<file path="config.mk">
export PLATFORM = sky130hd
export DESIGN_NAME = spi_master_slave_core
export DESIGN_NICKNAME = d
export VERILOG_FILES = /design/src/spi_core_pkg.sv /design/src/spi_master_slave_core.sv /design/src/spi_tx_fifo.sv
export SDC_FILE = /design/constraint.sdc
export NUM_CORES = 1
export LEC_CHECK = 0
export ABC_AREA = 1
export BUFFER_PORTS_ARGS = -buffer_cell sky130_fd_sc_hd__buf_2
export CAP_MARGIN = 10
export CORE_ASPECT_RATIO = 0.9
export CORE_UTILIZATION = 55
export CTS_CLUSTER_SIZE = 40
export DETAILED_ROUTE_END_ITERATION = 8
export GPL_TIMING_DRIVEN = 0
export PLACE_DENSITY = 0.73
export SETUP_SLACK_MARGIN = 0.2
export SYNTH_ARGS = -nofsm -noshare
export SYNTH_HDL_FRONTEND = slang
export SYNTH_SLANG_ARGS = --single-unit
</file>
<file path="constraint.sdc">
create_clock -name clock_i -period 3.43 [get_ports clock_i]
set_clock_uncertainty 0.1 [all_clocks]
set_input_delay 0.5145 -clock clock_i [delete_from_list [all_inputs] [get_ports clock_i]]
set_output_delay 0.5145 -clock clock_i [all_outputs]
set_load 0.01 [all_outputs]
</file>
<file path="src/spi_core_pkg.sv">
// Purpose: Shared types and constants for the serial peripheral core
// Assumes: One bus clock at 100 MHz, synchronous active-low reset
// Notes:   Control and status bits travel as packed structs
//
// Functional notes
// - Only a master starts transfers; a slave shifts only on the incoming clock.
// - Master shifts out and in at once, swapping both shift registers.
// - Data write fills transmit holding buffer; it enters shifter at transfer start.
// - Completed received byte is copied to a receive holding buffer for reading.
// - Master drives clock pin, drives MOSI, samples MISO.
// - Slave takes clock pin, drives MISO, samples MOSI.
// - Bit rate starts from bus clock divided by prescale 1 to 8.
// - Prescaler output further divided by power of two, 2 to 256.
// - When unit disabled all four pins are released.
// - Two-wire mode: MOSI output as master, input as slave.
// - Two-wire mode: MISO input as master, output as slave.
// - Single-wire master: MOSI is bidirectional data, MISO released.
// - Single-wire slave: MISO is bidirectional data, MOSI released.
// - Clock pin is input as slave, output as master.
// - Select pin: slave input; master free, fault input or automatic output.
// - Inactive in stop; deepest stop returns in reset state.
// - Light stop holds all state and resumes; reset exit resets. The transmit FIFO still accepts writes in light stop.
// - Five eight-bit software-visible registers of options, rate, status, data.
// - Clock polarity selects idle-low or idle-high shift clock.
// - Clock phase puts first edge mid-bit or at start of bit.
// - LSB-first select chooses shift order for both directions.
// - Disabling aborts transfer, empties buffers, sets transmit-empty, clears receive-full. The transmit FIFO keeps its entries.

package spi_core_pkg;

    // ***************************************************************
    // Sizes and timing
    // ***************************************************************
    localparam int DATA_W     = 8;
    localparam int FIFO_DEPTH = 32;
    localparam int DIV_W      = 11;
    localparam int EDGES      = 16;
    localparam logic [3:0] LAST_EDGE = 4'hF;
    localparam logic [2:0] LAST_BIT  = 3'h7;
    localparam logic [DATA_W-1:0] DATA_RESET = 8'h00;

    // ***************************************************************
    // Transfer phase
    // ***************************************************************
    typedef enum logic [1:0] {
        PH_IDLE   = 2'b00,
        PH_MASTER = 2'b01,
        PH_SLAVE  = 2'b10
    } phase_t;

    // ***************************************************************
    // Carriers
    // ***************************************************************
    typedef struct packed {
        logic       unit_enable;
        logic       master_select;
        logic       clock_polarity;
        logic       clock_phase;
        logic       lsb_first_select;
        logic       select_output_enable;
        logic       fault_detect_enable;
        logic       single_wire_select;
        logic       single_wire_drive_enable;
        logic [2:0] prescale_field;
        logic [2:0] rate_select_field;
    } cfg_t;

    typedef struct packed {
        logic shift_clock_pin;
        logic mosi;
        logic miso;
        logic select_n;
    } pin_t;

    typedef struct packed {
        logic receive_full_flag;
        logic transmit_empty_flag;
        logic mode_fault_flag;
        logic busy;
    } status_t;

    localparam pin_t    PINS_RESET   = '{default: 1'h0};
    localparam status_t STATUS_RESET = '{receive_full_flag: 1'h0, transmit_empty_flag: 1'h1,
                                         mode_fault_flag: 1'h0, busy: 1'h0};

endpackage

</file>
<file path="src/spi_master_slave_core.sv">
// Purpose: Byte-wide serial peripheral unit, master or slave
// Assumes: Pins are split into input, output and enable; the pad resolves them
// Notes:   Transmit bytes arrive through a 32-entry FIFO
`timescale 1ns/1ps
`default_nettype none

module spi_master_slave_core #(
    parameter int FIFO_DEPTH_P = 32
) (
    input  wire logic                       clock_i,
    input  wire logic                       rstn_i,
    input  wire spi_core_pkg::cfg_t         cfg_i,
    input  wire spi_core_pkg::pin_t         pins_i,
    output var spi_core_pkg::pin_t          pins_o,
    output var spi_core_pkg::pin_t          pins_oe_o,
    input  wire logic [7:0]                 tx_data_i,
    input  wire logic                       tx_valid_i,
    output logic                            tx_ready_o,
    output logic [7:0]                      rx_data_o,
    input  wire logic                       rx_read_i,
    input  wire logic                       fault_clear_i,
    output var spi_core_pkg::status_t       status_o,
    input  wire logic                       stop_light_i,
    input  wire logic                       stop_deep_i
);
    import spi_core_pkg::*;

    // ***************************************************************
    // State
    // ***************************************************************
    typedef struct packed {
        pin_t              sync1;
        pin_t              sync2;
        logic              sclk_prev;
        phase_t            phase;
        logic [DIV_W-1:0]  div_cnt;
        logic [3:0]        edge_cnt;
        logic [2:0]        bit_cnt;
        logic [DATA_W-1:0] shifter;
        logic [DATA_W-1:0] txb;
        logic              txb_full;
        logic [DATA_W-1:0] rxb;
        logic              rx_full;
        logic              mode_fault;
        logic              sclk_lvl;
        logic              dout;
        pin_t              pin_o;
        pin_t              pin_oe;
        status_t           status;
    } core_st_t;

    localparam core_st_t ST_RESET = '{
        sync1:      PINS_RESET,
        sync2:      PINS_RESET,
        sclk_prev:  1'h0,
        phase:      PH_IDLE,
        div_cnt:    '0,
        edge_cnt:   4'h0,
        bit_cnt:    3'h0,
        shifter:    DATA_RESET,
        txb:        DATA_RESET,
        txb_full:   1'h0,
        rxb:        DATA_RESET,
        rx_full:    1'h0,
        mode_fault: 1'h0,
        sclk_lvl:   1'h0,
        dout:       1'h0,
        pin_o:      PINS_RESET,
        pin_oe:     PINS_RESET,
        status:     STATUS_RESET
    };

    core_st_t st;
    core_st_t next_st;

    // ***************************************************************
    // Transmit FIFO
    // ***************************************************************
    logic [DATA_W-1:0] fifo_data;
    logic              fifo_valid;
    logic              fifo_take;

    assign fifo_take = cfg_i.unit_enable & ~st.txb_full & ~stop_light_i & ~stop_deep_i;

    spi_tx_fifo #(
        .WIDTH (DATA_W),
        .DEPTH (FIFO_DEPTH_P)
    ) u_tx_fifo (
        .clock_i     (clock_i),
        .rstn_i      (rstn_i),
        .clear_i     (stop_deep_i),
        .in_data_i   (tx_data_i),
        .in_valid_i  (tx_valid_i),
        .in_ready_o  (tx_ready_o),
        .out_data_o  (fifo_data),
        .out_valid_o (fifo_valid),
        .out_ready_i (fifo_take)
    );

    // ***************************************************************
    // Helpers
    // ***************************************************************
    function automatic logic out_bit(input logic [DATA_W-1:0] sh, input logic lsbf);
        return lsbf ? sh[0] : sh[DATA_W-1];
    endfunction

    function automatic logic [DATA_W-1:0] shift_in(input logic [DATA_W-1:0] sh,
                                                   input logic lsbf, input logic din);
        return lsbf ? {din, sh[DATA_W-1:1]} : {sh[DATA_W-2:0], din};
    endfunction

    // ***************************************************************
    // Next state
    // ***************************************************************
    always_comb begin
        logic              master;
        logic              sw;
        logic              m_din;
        logic              s_din;
        logic              selected;
        logic              sclk_chg;
        logic              lead;
        logic              trail;
        logic              sample;
        logic              fault_in;
        logic [DIV_W-1:0]  pre1;
        logic [DIV_W-1:0]  half;
        logic [DATA_W-1:0] nsh;

        master   = cfg_i.master_select;
        sw       = cfg_i.single_wire_select;
        m_din    = sw ? st.sync2.mosi : st.sync2.miso;
        s_din    = sw ? st.sync2.miso : st.sync2.mosi;
        selected = ~st.sync2.select_n;
        sclk_chg = st.sync2.shift_clock_pin != st.sclk_prev;
        lead     = sclk_chg & (st.sync2.shift_clock_pin != cfg_i.clock_polarity);
        trail    = sclk_chg & (st.sync2.shift_clock_pin == cfg_i.clock_polarity);
        fault_in = master & cfg_i.fault_detect_enable & ~cfg_i.select_output_enable & selected;
        pre1     = DIV_W'(cfg_i.prescale_field) + 11'h001;
        half     = pre1 << cfg_i.rate_select_field;
        sample   = 1'h0;
        nsh      = st.shifter;

        next_st           = st;
        next_st.sync1     = pins_i;
        next_st.sync2     = st.sync1;
        next_st.sclk_prev = st.sync2.shift_clock_pin;

        // Holding buffers
        if (fifo_take & fifo_valid) begin
            next_st.txb      = fifo_data;
            next_st.txb_full = 1'h1;
        end
        next_st.rx_full = st.rx_full & ~rx_read_i;
        next_st.mode_fault = st.mode_fault & ~fault_clear_i;

        // ***********************************************************
        // Transfer engine
        // ***********************************************************
        case (st.phase)
            PH_IDLE: begin
                next_st.sclk_lvl = cfg_i.clock_polarity;
                next_st.div_cnt  = '0;
                next_st.edge_cnt = 4'h0;
                next_st.bit_cnt  = 3'h0;
                if (master) begin
                    if (st.txb_full & ~st.mode_fault & ~fault_in) begin
                        next_st.shifter  = st.txb;
                        next_st.txb_full = 1'h0;
                        next_st.dout     = out_bit(st.txb, cfg_i.lsb_first_select);
                        next_st.phase    = PH_MASTER;
                    end
                end else if (selected) begin
                    next_st.shifter  = st.txb;
                    next_st.txb_full = 1'h0;
                    next_st.dout     = out_bit(st.txb, cfg_i.lsb_first_select);
                    next_st.phase    = PH_SLAVE;
                end
            end
            PH_MASTER: begin
                if (st.div_cnt == half - 11'h001) begin
                    next_st.div_cnt  = '0;
                    next_st.sclk_lvl = ~st.sclk_lvl;
                    next_st.edge_cnt = st.edge_cnt + 4'h1;
                    sample = st.edge_cnt[0] == cfg_i.clock_phase;
                    if (sample) begin
                        nsh = shift_in(st.shifter, cfg_i.lsb_first_select, m_din);
                        next_st.shifter = nsh;
                    end else if (st.edge_cnt != LAST_EDGE) begin
                        next_st.dout = out_bit(st.shifter, cfg_i.lsb_first_select);
                    end
                    if (st.edge_cnt == LAST_EDGE) begin
                        next_st.rxb     = nsh;
                        next_st.rx_full = 1'h1;
                        next_st.phase   = PH_IDLE;
                    end
                end else begin
                    next_st.div_cnt = st.div_cnt + 11'h001;
                end
            end
            PH_SLAVE: begin
                if (!selected) begin
                    next_st.phase = PH_IDLE;
                end else if (lead | trail) begin
                    sample = cfg_i.clock_phase ? trail : lead;
                    if (sample) begin
                        nsh = shift_in(st.shifter, cfg_i.lsb_first_select, s_din);
                        next_st.shifter = nsh;
                        next_st.bit_cnt = st.bit_cnt + 3'h1;
                        if (st.bit_cnt == LAST_BIT) begin
                            next_st.rxb     = nsh;
                            next_st.rx_full = 1'h1;
                            next_st.phase   = PH_IDLE;
                        end
                    end else begin
                        next_st.dout = out_bit(st.shifter, cfg_i.lsb_first_select);
                    end
                end
            end
            default: begin
                next_st.phase = PH_IDLE;
            end
        endcase

        // Mode fault aborts a master transfer
        if (fault_in) begin
            next_st.mode_fault = 1'h1;
            next_st.phase      = PH_IDLE;
            next_st.sclk_lvl   = cfg_i.clock_polarity;
        end

        // Leaving master mode mid-byte ends the transfer
        if (master != (st.phase == PH_MASTER) && st.phase != PH_IDLE) begin
            next_st.phase = PH_IDLE;
        end

        // ***********************************************************
        // Pin steering
        // ***********************************************************
        next_st.pin_o  = PINS_RESET;
        next_st.pin_oe = PINS_RESET;
        if (master) begin
            next_st.pin_o.shift_clock_pin  = next_st.sclk_lvl;
            next_st.pin_oe.shift_clock_pin = 1'h1;
            next_st.pin_o.mosi             = next_st.dout;
            next_st.pin_oe.mosi            = sw ? cfg_i.single_wire_drive_enable : 1'h1;
            if (cfg_i.fault_detect_enable & cfg_i.select_output_enable) begin
                next_st.pin_o.select_n  = next_st.phase != PH_MASTER;
                next_st.pin_oe.select_n = 1'h1;
            end
        end else begin
            next_st.pin_o.miso  = next_st.dout;
            next_st.pin_oe.miso = sw ? cfg_i.single_wire_drive_enable : selected;
        end

        // ***********************************************************
        // Disable, stop
        // ***********************************************************
        if (!cfg_i.unit_enable) begin
            next_st.phase      = PH_IDLE;
            next_st.txb_full   = 1'h0;
            next_st.txb        = DATA_RESET;
            next_st.rxb        = DATA_RESET;
            next_st.rx_full    = 1'h0;
            next_st.mode_fault = 1'h0;
            next_st.shifter    = DATA_RESET;
            next_st.dout       = 1'h0;
            next_st.sclk_lvl   = cfg_i.clock_polarity;
            next_st.pin_o      = PINS_RESET;
            next_st.pin_oe     = PINS_RESET;
        end

        next_st.status.receive_full_flag   = next_st.rx_full;
        next_st.status.transmit_empty_flag = ~next_st.txb_full;
        next_st.status.mode_fault_flag     = next_st.mode_fault;
        next_st.status.busy                = next_st.phase != PH_IDLE;

        if (stop_light_i) begin
            next_st = st;
        end
        if (stop_deep_i) begin
            next_st = ST_RESET;
        end
    end

    // ***************************************************************
    // State register
    // ***************************************************************
    always_ff @(posedge clock_i) begin
        if (!rstn_i) begin
            st <= ST_RESET;
        end else begin
            st <= next_st;
        end
    end

    // ***************************************************************
    // Outputs
    // ***************************************************************
    assign pins_o    = st.pin_o;
    assign pins_oe_o = st.pin_oe;
    assign rx_data_o = st.rxb;
    assign status_o  = st.status;

endmodule // spi_master_slave_core

`default_nettype wire

</file>
<file path="src/spi_tx_fifo.sv">
// Purpose: Transmit FIFO feeding the data register
// Assumes: DEPTH is a power of two
// Notes:   Ready and valid are registered
`timescale 1ns/1ps
`default_nettype none

module spi_tx_fifo #(
    parameter int WIDTH = 8,
    parameter int DEPTH = 32
) (
    input  wire logic             clock_i,
    input  wire logic             rstn_i,
    input  wire logic             clear_i,
    input  wire logic [WIDTH-1:0] in_data_i,
    input  wire logic             in_valid_i,
    output logic                  in_ready_o,
    output logic [WIDTH-1:0]      out_data_o,
    output logic                  out_valid_o,
    input  wire logic             out_ready_i
);
    localparam int AW = $clog2(DEPTH);

    typedef struct packed {
        logic [DEPTH-1:0][WIDTH-1:0] mem;
        logic [AW-1:0]               wr;
        logic [AW-1:0]               rd;
        logic [AW:0]                 cnt;
        logic                        in_ready;
        logic                        out_valid;
    } fifo_st_t;

    fifo_st_t st;
    fifo_st_t next_st;

    // ***************************************************************
    // Next state
    // ***************************************************************
    always_comb begin
        logic push;
        logic pop;
        push    = in_valid_i & st.in_ready;
        pop     = out_ready_i & st.out_valid;
        next_st = st;
        if (push) begin
            next_st.mem[st.wr] = in_data_i;
            next_st.wr         = st.wr + 1'b1;
        end
        if (pop) begin
            next_st.rd = st.rd + 1'b1;
        end
        next_st.cnt = st.cnt + (AW+1)'(push) - (AW+1)'(pop);
        if (clear_i) begin
            next_st.wr  = '0;
            next_st.rd  = '0;
            next_st.cnt = '0;
        end
        next_st.in_ready  = next_st.cnt != (AW+1)'(DEPTH);
        next_st.out_valid = next_st.cnt != '0;
    end

    // ***************************************************************
    // State register
    // ***************************************************************
    always_ff @(posedge clock_i) begin
        if (!rstn_i) begin
            st          <= '0;
            st.in_ready <= 1'h1;
        end else begin
            st <= next_st;
        end
    end

    assign in_ready_o  = st.in_ready;
    assign out_valid_o = st.out_valid;
    assign out_data_o  = st.mem[st.rd];

endmodule // spi_tx_fifo

`default_nettype wire

</file>
Yosys cells after proc, flatten, opt, wreduce, memory -nomap -nowiden. Index checks and enable logic that the tools add are counted.

Flip-flop bits (word level): 342. Latch bits: 0. RAM bits: 0. Bits in read-only memories: 0. Bits of input ports: 34. Output and inout port bits: 21. Memories kept: 0.

Add/subtract/negate cells: 9. $mul: 0. Divide/modulo/power cells: 0. $lt $le $gt $ge: 3. Equal/unequal tests: 28. Shift operators: 1. Multiplexer cells: 73. Bitwise operators: 28. Reductions and logical operators: 15.

Operators with widths (count): $bwmux W256 (1); $mux W8 (9); $mux W9 (7); $mux W11 (4); $bmux W8 S5 (1); $demux W8 S5 (1); $mux W37 (1); $mux W2 (15); $pmux W15 S2 (1); $mux W1 (24); $pmux W8 S3 (1); $ne A3 B3 Y1 const B (6); $pmux W9 S2 (1); $reduce_and A8 Y1 (2); $and A1 B1 Y1 (15); $lt A5 B6 Y1 const B (2); $ne A4 B4 Y1 const B (3); $not A1 Y1 (12); $add A11 B1 Y11 const B (1); $eq A11 B11 Y1 (1); $shl A4 B3 Y11 (1); $sub A11 B1 Y11 const B (1); $add A5 B1 Y5 const B (2); $ne A2 B2 Y1 const B (4); 32 further kinds (41).

Depth between registers and ports, before layout. Gate-level depths: netlist (run 1).

Word-level depth: 15. Mapped depth: 24.

Hierarchy. A second synthesis (run 1) with hierarchy kept.

Cell total of the unflattened synthesis: 2614. Area, all modules: 17508.0 µm².

By module, submodules not included: spi_tx_fifo (times used 1, cells an instance 1898, area an instance 12882.4 µm²); spi_master_slave_core (times used 1, cells an instance 716, area an instance 4625.7 µm²).

Worst setup path before layout (run 1). OpenSTA, ideal clock, no wires.

Path kind: input-to-reg. Start point: in cfg_i[14] in the netlist's numbering. End point: reg u_tx_fifo.st (netlist bit u_tx_fifo.out_valid_o). Library setup time: 139 ps. Arrival: 3140 ps. Required time: 3191 ps. Setup slack: 51 ps. Cell stages on the path: 17. Cell sequence: inv_1 nor2_1 nand4_1 inv_1 clkbuf_1 ha_1 inv_1 ha_1 fa_1 nand2_1 nand2_1 a21oi_1 inv_1 nor2_1 nor3_1 nor3_1 o22ai_1.

Word-level cells in the longest chain between the ends: 7.

RTL lines: start, declared (line spi_master_slave_core.sv:12) `input wire spi_core_pkg::cfg_t cfg_i,`; $and A1 B1 Y1 (3 in series) (line spi_master_slave_core.sv:83) `assign fifo_take = cfg_i.unit_enable & ~st.txb_full & ~stop_light_i & ~stop_deep_i;`; $and A1 B1 Y1 (line spi_tx_fifo.sv:42) `pop = out_ready_i & st.out_valid;`; $sub A6 B1 Y6 (line spi_tx_fifo.sv:51) `next_st.cnt = st.cnt + (AW+1)'(push) - (AW+1)'(pop);`; $mux W6 (line spi_tx_fifo.sv:52) `if (clear_i) begin`; $reduce_bool A6 Y1 (line spi_tx_fifo.sv:58) `next_st.out_valid = next_st.cnt != '0;`; end signal, assigned (line spi_tx_fifo.sv:69) `st <= next_st;`; end, declared (line spi_tx_fifo.sv:32) `fifo_st_t st;`.

No other way between the ends. A chain may end at the register's enable or synchronous reset.

Worst setup path in the final report (run 1). Ends and elaborated chain as after synthesis.

==> results.md, run 1 <==
- Die X-Extent: about 190 um
- CTS tree: built
- Post-Syn Area per Cell: about 6.8 um2
- Inst Count DP: between 2,000 and 3,000
- Post-synth top area share: around 41%
- Post-synthesis instance total: roughly 2,500
- Rel. slew slack: 28.7%
- Post-DP HPWL: roughly 40,000 um
- Core Box Area: about 29,000 um2
- LEAKAGE: 7.64 nW
- Vias: roughly 17,000
- Worst skew pair latency: 0.55 ns
- Total power: between 8 and 9 mW
- Overall routing resource usage: a little over a third
- Ant diodes: 0
- Die Y: approximately 170 um
- I/O pin count: between 50 and 60
- RSZ-0062 raised after global routing: yes
- Non-filler cells, final: 2,976
- Critical path startpoint category: primary input
- Syn Nets: approximately 2,500
- Routed WL: ~57,000 um
- Main synth FF type: dfxtp_1
- CP Buf/Inv Count: 6
- Setup Viol. Count Final: 0
- Netlist cell types: 48
- Post-layout min period: between 3 and 4 ns
- 1st-iter DRT viols: 2,012
- Final Max Slew Viols: 0
- EDFF count, synth: 0
- Most frequent cell after synthesis: nor2_1
- Status: finished clean
- Setup ws final: 0.272 ns
- FILL cells: 2,787
- IO buf count: 52
- Worst-Margin Slew: about 1.1 ns
- Final Instance Area: about 19,000 um2
- Number of max-cap violations: 0
- Drt wl/cell: 19.1 um
- Clock buffer count from CTS: 36
- Highest clock rate: approximately 0.32 GHz
- Die Area: a little over 30,000 um2
- Clk root buf: clkbuf_16
- CP endpoint kind: register
- R2R cell count: 16
- DP Area: 17,400 um2
- Total gr overflow: 0
- Initial antenna violation count: 1
- GPL Wtd Cong: roughly 0.97
- H-tree levels: 2
- Hold Fails Final Rpt: 0
- FFs w/ async S/R, synth: 0%
- Hold Path Depth: 3
- Critical path class: in -> reg
- Slowest stage delay, CP: about 0.39 ns
- Synthesized flop and latch total: ~340
- Row count: 59
- P per Cell Area: between 400 and 500 nW/um2
- Final period utilization: roughly 92%
- Crit path max fanout: 10
- Sink Count: 342
- Initial Util: 56.6%
- Max clock buf depth: 3
- Final setup TNS: 0 ns
- Critical Path AT: 3.40 ns
- Largest net degree at the start of global routing: 15
- Final net count: roughly 2,600
- Vias in the first global route: 16,000
- Share of layout cells above drive strength 1: roughly 7.4%
- Ranking of synthesized cells by area: dfxtp_1 41%, nor2_1 15%, o21ai_0 13%
- Worst VDD drop: about 0.00039 V
- Synth cell count leaders: 685 x nor2_1, 441 x o21ai_0, 342 x dfxtp_1
- Layout overhead on the synthesized area: 12.5%
- Register area share after synthesis: 41.3%
- Final core area utilization: between 60% and 70%
- Vias per cell: about 6
- Hold slack: 0.141 ns
- Drc violations: 0
- Post-synthesis cell area: around 17,000 um2
- Place WS: -0.940 ns
- Delay-heaviest family, CP: simple AND/OR/NAND/NOR gates
- Cell taking the most area after synthesis: dfxtp_1
- CTS clk-pin slew, worst paths: around 0.06 ns
- Critical-path top delay cell: fa_1
- Hold/Removal Path Class: in -> reg
- Crit path cell chain: buf_2, clkinvlp_4, nor2_4, nand4_1, inv_2, buf_4, ha_1, inv_1, ha_1, fa_1, nand2_1, nand2_1, a21oi_2, inv_1, nor2_1, nor3_1, nor3_2, o22ai_1
- Synthesis Warnings: 0
- Crit. path cell count: 18
- Antenna viol nets, final: 0
- Required time of the critical path: roughly 3.7 ns
- Drt first pass iters: 6
- First-pass GRT wire length: 87,100 um
timing repair:
action	4_1_cts	5_1_grt
gates resized for setup	2	8
buffers inserted	2	5
endpoints found under the setup margin	4	12
cloned	0	0
hold buffers	0	0
pin swaps	2	1
layer usage:
layer	share of wire, %	vias up	wire length [um]	GRT usage (%)
met5	0	-	0	0
met2	44	989	25000	56.9
met3	9.7	214	5520	5.88
met1	40	7971	22800	47.4
met4	5.9	0	3370	21.4
li1	-	8292	-	-
sequential cells by signal, summed over array words and instances, names as in the netlist:
register and count:
u_tx_fifo.in_ready_o 1, rx_data_o 8, st 48, u_tx_fifo.st 272, pins_o 4, status_o 4
pins_oe_o 4, u_tx_fifo.out_valid_o 1
cell usage in the layout (no fill, tap or decap), types with 4 or more instances in the layout:
cell	instances
a211oi_1	9
a211oi_2	4
a21oi_1	118
buf_1	8
buf_2	56
buf_4	28
bufinv_16	4
clkbuf_1	123
clkbuf_16	36
clkbuf_8	8
clkinv_1	7
dfxtp_1	342
ha_1	20
inv_1	168
inv_2	8
nand2_1	236
nand2_2	8
nand2_4	4
nand3_1	82
nand3_2	6
nand4_1	25
nor2_1	683
nor2_2	5
nor2_4	4
nor3_1	18
nor4_1	4
o211ai_1	17
o21ai_0	441
o221ai_1	18
o22ai_1	36
xor2_1	11
power by group:
part,internal (mW),switching [mW],total [mW]
clock network,2.41,1.67,4.08
registers,4.02,0.0266,4.05
logic,0.229,0.599,0.828
kinds of logic after synthesis:
group	synth area share, %
adders and majority gates	1.70
xor gates and xnor gates	0.837
buffers and inverters	8.25
DFF	41.3
and+or+nand+nor	26.6
AOI/OAI and AO/OA	21.3
worst min-delay path: stages:
cell and delay [ns]:
buf_2 0.10, nand2_1 0.06, a21oi_1 0.05
layout make-up:
class	instances	area, um2	area share (%)
clock buffer	51	1040	5.56
multi-input combinational	1779	8410	45.1
sequential	342	6850	36.7
clock inverter	11	175	0.939
timing repair buffer	60	318	1.70
inverter	186	707	3.79
tap	396	495	2.66
buffer	151	672	3.60
final timing paths:
check                   startpoint               endpoint  slack [ns]
hold reg to reg   u_tx_fifo.st[44]       u_tx_fifo.st[44]        0.35
hold / removal           pins_i[1]                 st[67]        0.14
setup reg to reg            st[24]  u_tx_fifo.out_valid_o        0.40
setup / recovery         cfg_i[14]  u_tx_fifo.out_valid_o        0.27
No activity file was read; power rests on OpenSTA's default activity.
==> inputs of run 2 (changes only) <==
--- a/config.mk
+++ b/config.mk
@@ -6,14 +6,14 @@
 export NUM_CORES = 1
 export LEC_CHECK = 0
 export ABC_AREA = 1
-export BUFFER_PORTS_ARGS = -buffer_cell sky130_fd_sc_hd__buf_2
 export CAP_MARGIN = 10
 export CORE_ASPECT_RATIO = 0.9
 export CORE_UTILIZATION = 55
 export CTS_CLUSTER_SIZE = 40
 export DETAILED_ROUTE_END_ITERATION = 8
+export DONT_BUFFER_PORTS = 1
 export GPL_TIMING_DRIVEN = 0
-export PLACE_DENSITY = 0.73
+export PLACE_DENSITY = 0.68
 export SETUP_SLACK_MARGIN = 0.2
 export SYNTH_ARGS = -nofsm -noshare
 export SYNTH_HDL_FRONTEND = slang
==> constraint.sdc (replaced) <==
create_clock -name clock_i -period 3.63 [get_ports clock_i]
set_clock_uncertainty 0.1 [all_clocks]
set_input_delay 0.5445 -clock clock_i [delete_from_list [all_inputs] [get_ports clock_i]]
set_output_delay 0.5445 -clock clock_i [all_outputs]
set_load 0.01 [all_outputs]
==> run 2 against run 1 <==
Cell count shrank 1.9%. Combinational power shrank 12%. Register-to-register slack gained 0.09 ns. Largest power group unchanged.
==> results.md, run 2 (synthesis results as in run 1) <==
- Vias per cell: 5.88
- Routed WL: between 50,000 and 60,000 um
- First-pass GRT wire length: 87,300 um
- Busiest grt layer: met2
- Slowest stage delay, CP: approximately 0.4 ns
- Antenna viol nets, final: 0
- Share of layout cells above drive strength 1: under 10%
- Worst Setup EP: u_tx_fifo.out_valid_o
- FF-to-FF setup slack: between 0.4 and 0.5 ns
- IO buf count: 0
- Internal: about 6.3 mW
- Post-layout min period: 3.24 ns
- Commonest non-fill, non-tap cell in the layout: nor2_1
- Critical-path top delay cell: fa_1
- RR Startpoint: st[24]
- Worst path most repeated cell: inv_1
- Die X-Extent: 185 um
- Comb pwr share: 8.6%
- Final period utilization: slightly below 90%
- Register share of total power: between 40 and 50%
- Critical path startpoint category: primary input
- Worst VDD drop: about 0.00037 V
- R2R cell count: 16
- Max reg flops: approximately 270
- Setup Viol. Count Final: 0
- Vias: between 15,000 and 20,000
- Total power: roughly 8.4 mW
- Critical path class: in -> reg
- Met1 Use GR: a little under half
- Worst-Margin Slew: ~1.2 ns
- Post-DP HPWL: roughly 40,000 um
- Final net count: roughly 2,600
- CP endpoint kind: register
- CTS tree: built
- Largest net degree at the start of global routing: 14
- Rel. slew slack: 17.2%
- Overall routing resource usage: 36.6%
- RSZ-0062 raised after global routing: no
- RR Endpoint: u_tx_fifo.out_valid_o
- Drc violations: 0
- Crit path max fanout: 10
- Required time of the critical path: 3.89 ns
- Drt wl/cell: 19.5 um
- Max clock buf depth: 3
- Highest clock rate: a little over 0.3 GHz
- Layout overhead on the synthesized area: 10.6%
- Initial antenna violation count: 2
- Sink Count: 342
- Final core area utilization: 62.6%
- Crit path launch: cfg_i[14]
- Die Area: approximately 31,000 um2
- GPL Wtd Cong: 0.999
- Worst skew pair latency: approximately 0.54 ns
- Switch share: ~25%
- Clock share of power: between 40% and 50%
- Vias in the first global route: 15,900
- Initial Util: between 50% and 60%
- Hold/Removal Path Class: in -> reg
- CTS clk-pin slew, worst paths: 0.06 ns
- Final Max Slew Viols: 0
- Drt first pass iters: 6
- Number of max-cap violations: 0
- I/O pin count: 55
- Clk root buf: clkbuf_16
- Hold Fails Final Rpt: 0
- Clock buffer count from CTS: 38
- Status: finished clean
- P per Cell Area: around 460 nW/um2
- Reg with most FFs: u_tx_fifo.st
- Die Y: around 170 um
- Critical Path AT: about 3.5 ns
- Total gr overflow: 0
- Switching pwr: 2.11 mW
- Met3 usage: 7.09%
- Most frequent cells in the layout: 684 x nor2_1, 441 x o21ai_0, 342 x dfxtp_1
- Crit path cell chain: inv_1, nor2_4, nand4_1, inv_1, clkbuf_2, ha_1, inv_1, ha_1, fa_1, nand2_1, nand2_1, a21oi_1, inv_1, nor2_1, nor3_1, nor3_1, o22ai_1
- Core Box Area: about 29,000 um2
- H-tree levels: 2
- LEAKAGE: between 7 and 8 nW
- Row count: between 50 and 60
- Met2 Usage GRT: roughly 57%
- 1st-iter DRT viols: ~2,000
==> run 2: cell types whose count changed in the layout (fill, tap and decap cells not counted), moves of 2 or more <==
cell	delta
clkbuf_16	+3
buf_4	-7
buf_2	-53
clkbuf_1	-3
clkinvlp_4	-3
bufinv_16	-2
clkbuf_8	+3
diode_2	+2
inv_1	+2
==> run 2: metrics by stage <==
stage	instance area [um2]	hold slack [ns]	setup TNS [ns]	setup slack [ns]	std cells
after floorplan	16600	0.320	0	0.221	2458
after global placement	17100	0.337	-3.40	-0.883	2854
after detailed placement	17100	0.340	-3.71	-0.934	2854
after CTS	18300	0.0543	0	0.335	2917
after global routing	18300	0.0728	0	0.205	2917
final	18400	0.0706	0	0.393	2919
==> run 2: how the worst min path moves through the flow <==
stage / from / to / depth (start not counted)
after floorplan: u_tx_fifo.st[101] / u_tx_fifo.st[101] / 2
after global placement: u_tx_fifo.st[78] / u_tx_fifo.st[78] / 2
after detailed placement: u_tx_fifo.st[42] / u_tx_fifo.st[42] / 2
after CTS: pins_i[0] / st[66] / 2
after global routing: pins_i[0] / st[66] / 2
final: pins_i[2] / st[68] / 2
==> run 2: critical path, delay by kind of cell <==
family                     cells  cell delay [ns]
and+or+nand+nor                7             1.11
adders and majority gates      3             0.78
buffers and inverters          5             0.77
AOI/OAI and AO/OA              2             0.30
==> run 2: timing repair <==
| action | 4_1_cts | 5_1_grt |
|---|---|---|
| pin swaps | 1 | 0 |
| hold endpoints to repair | 1 | 0 |
| setup endpoints to repair | 4 | 2 |
| hold buffers | 1 | 0 |
| setup buffers | 1 | 0 |
| gates resized for setup | 2 | 1 |
==> run 2: per-layer routing <==
layer  vias to the layer above  wire length [um]  part of all wire [%]
met1                      7922             23300                    41
met4                         4              3220                   5.7
met5                         -                28                 0.049
met2                       892             24800                    44
li1                       8160                 -                     -
met3                       193              5530                   9.7
==> run 2: layout make-up <==
cell class	instances	area, um2
timing repair buffer	2	17.5
sequential	342	6850
buffer	151	669
clock buffer	54	1140
tap	396	495
clock inverter	7	88.8
multi-input combinational	1779	8380
fill	2774	11000
antenna	2	5.00
inverter	186	701
==> run 2: power by group through the flow <==
stage                     Combinational, mW  Sequential, mW  Clock [mW]
after floorplan                       0.479            3.90           0
after global placement                0.684            3.91           0
after detailed placement              0.697            3.91           0
after CTS                             0.704            3.83        3.88
after global routing                  0.790            3.83        4.04
final                                 0.726            3.83        3.86
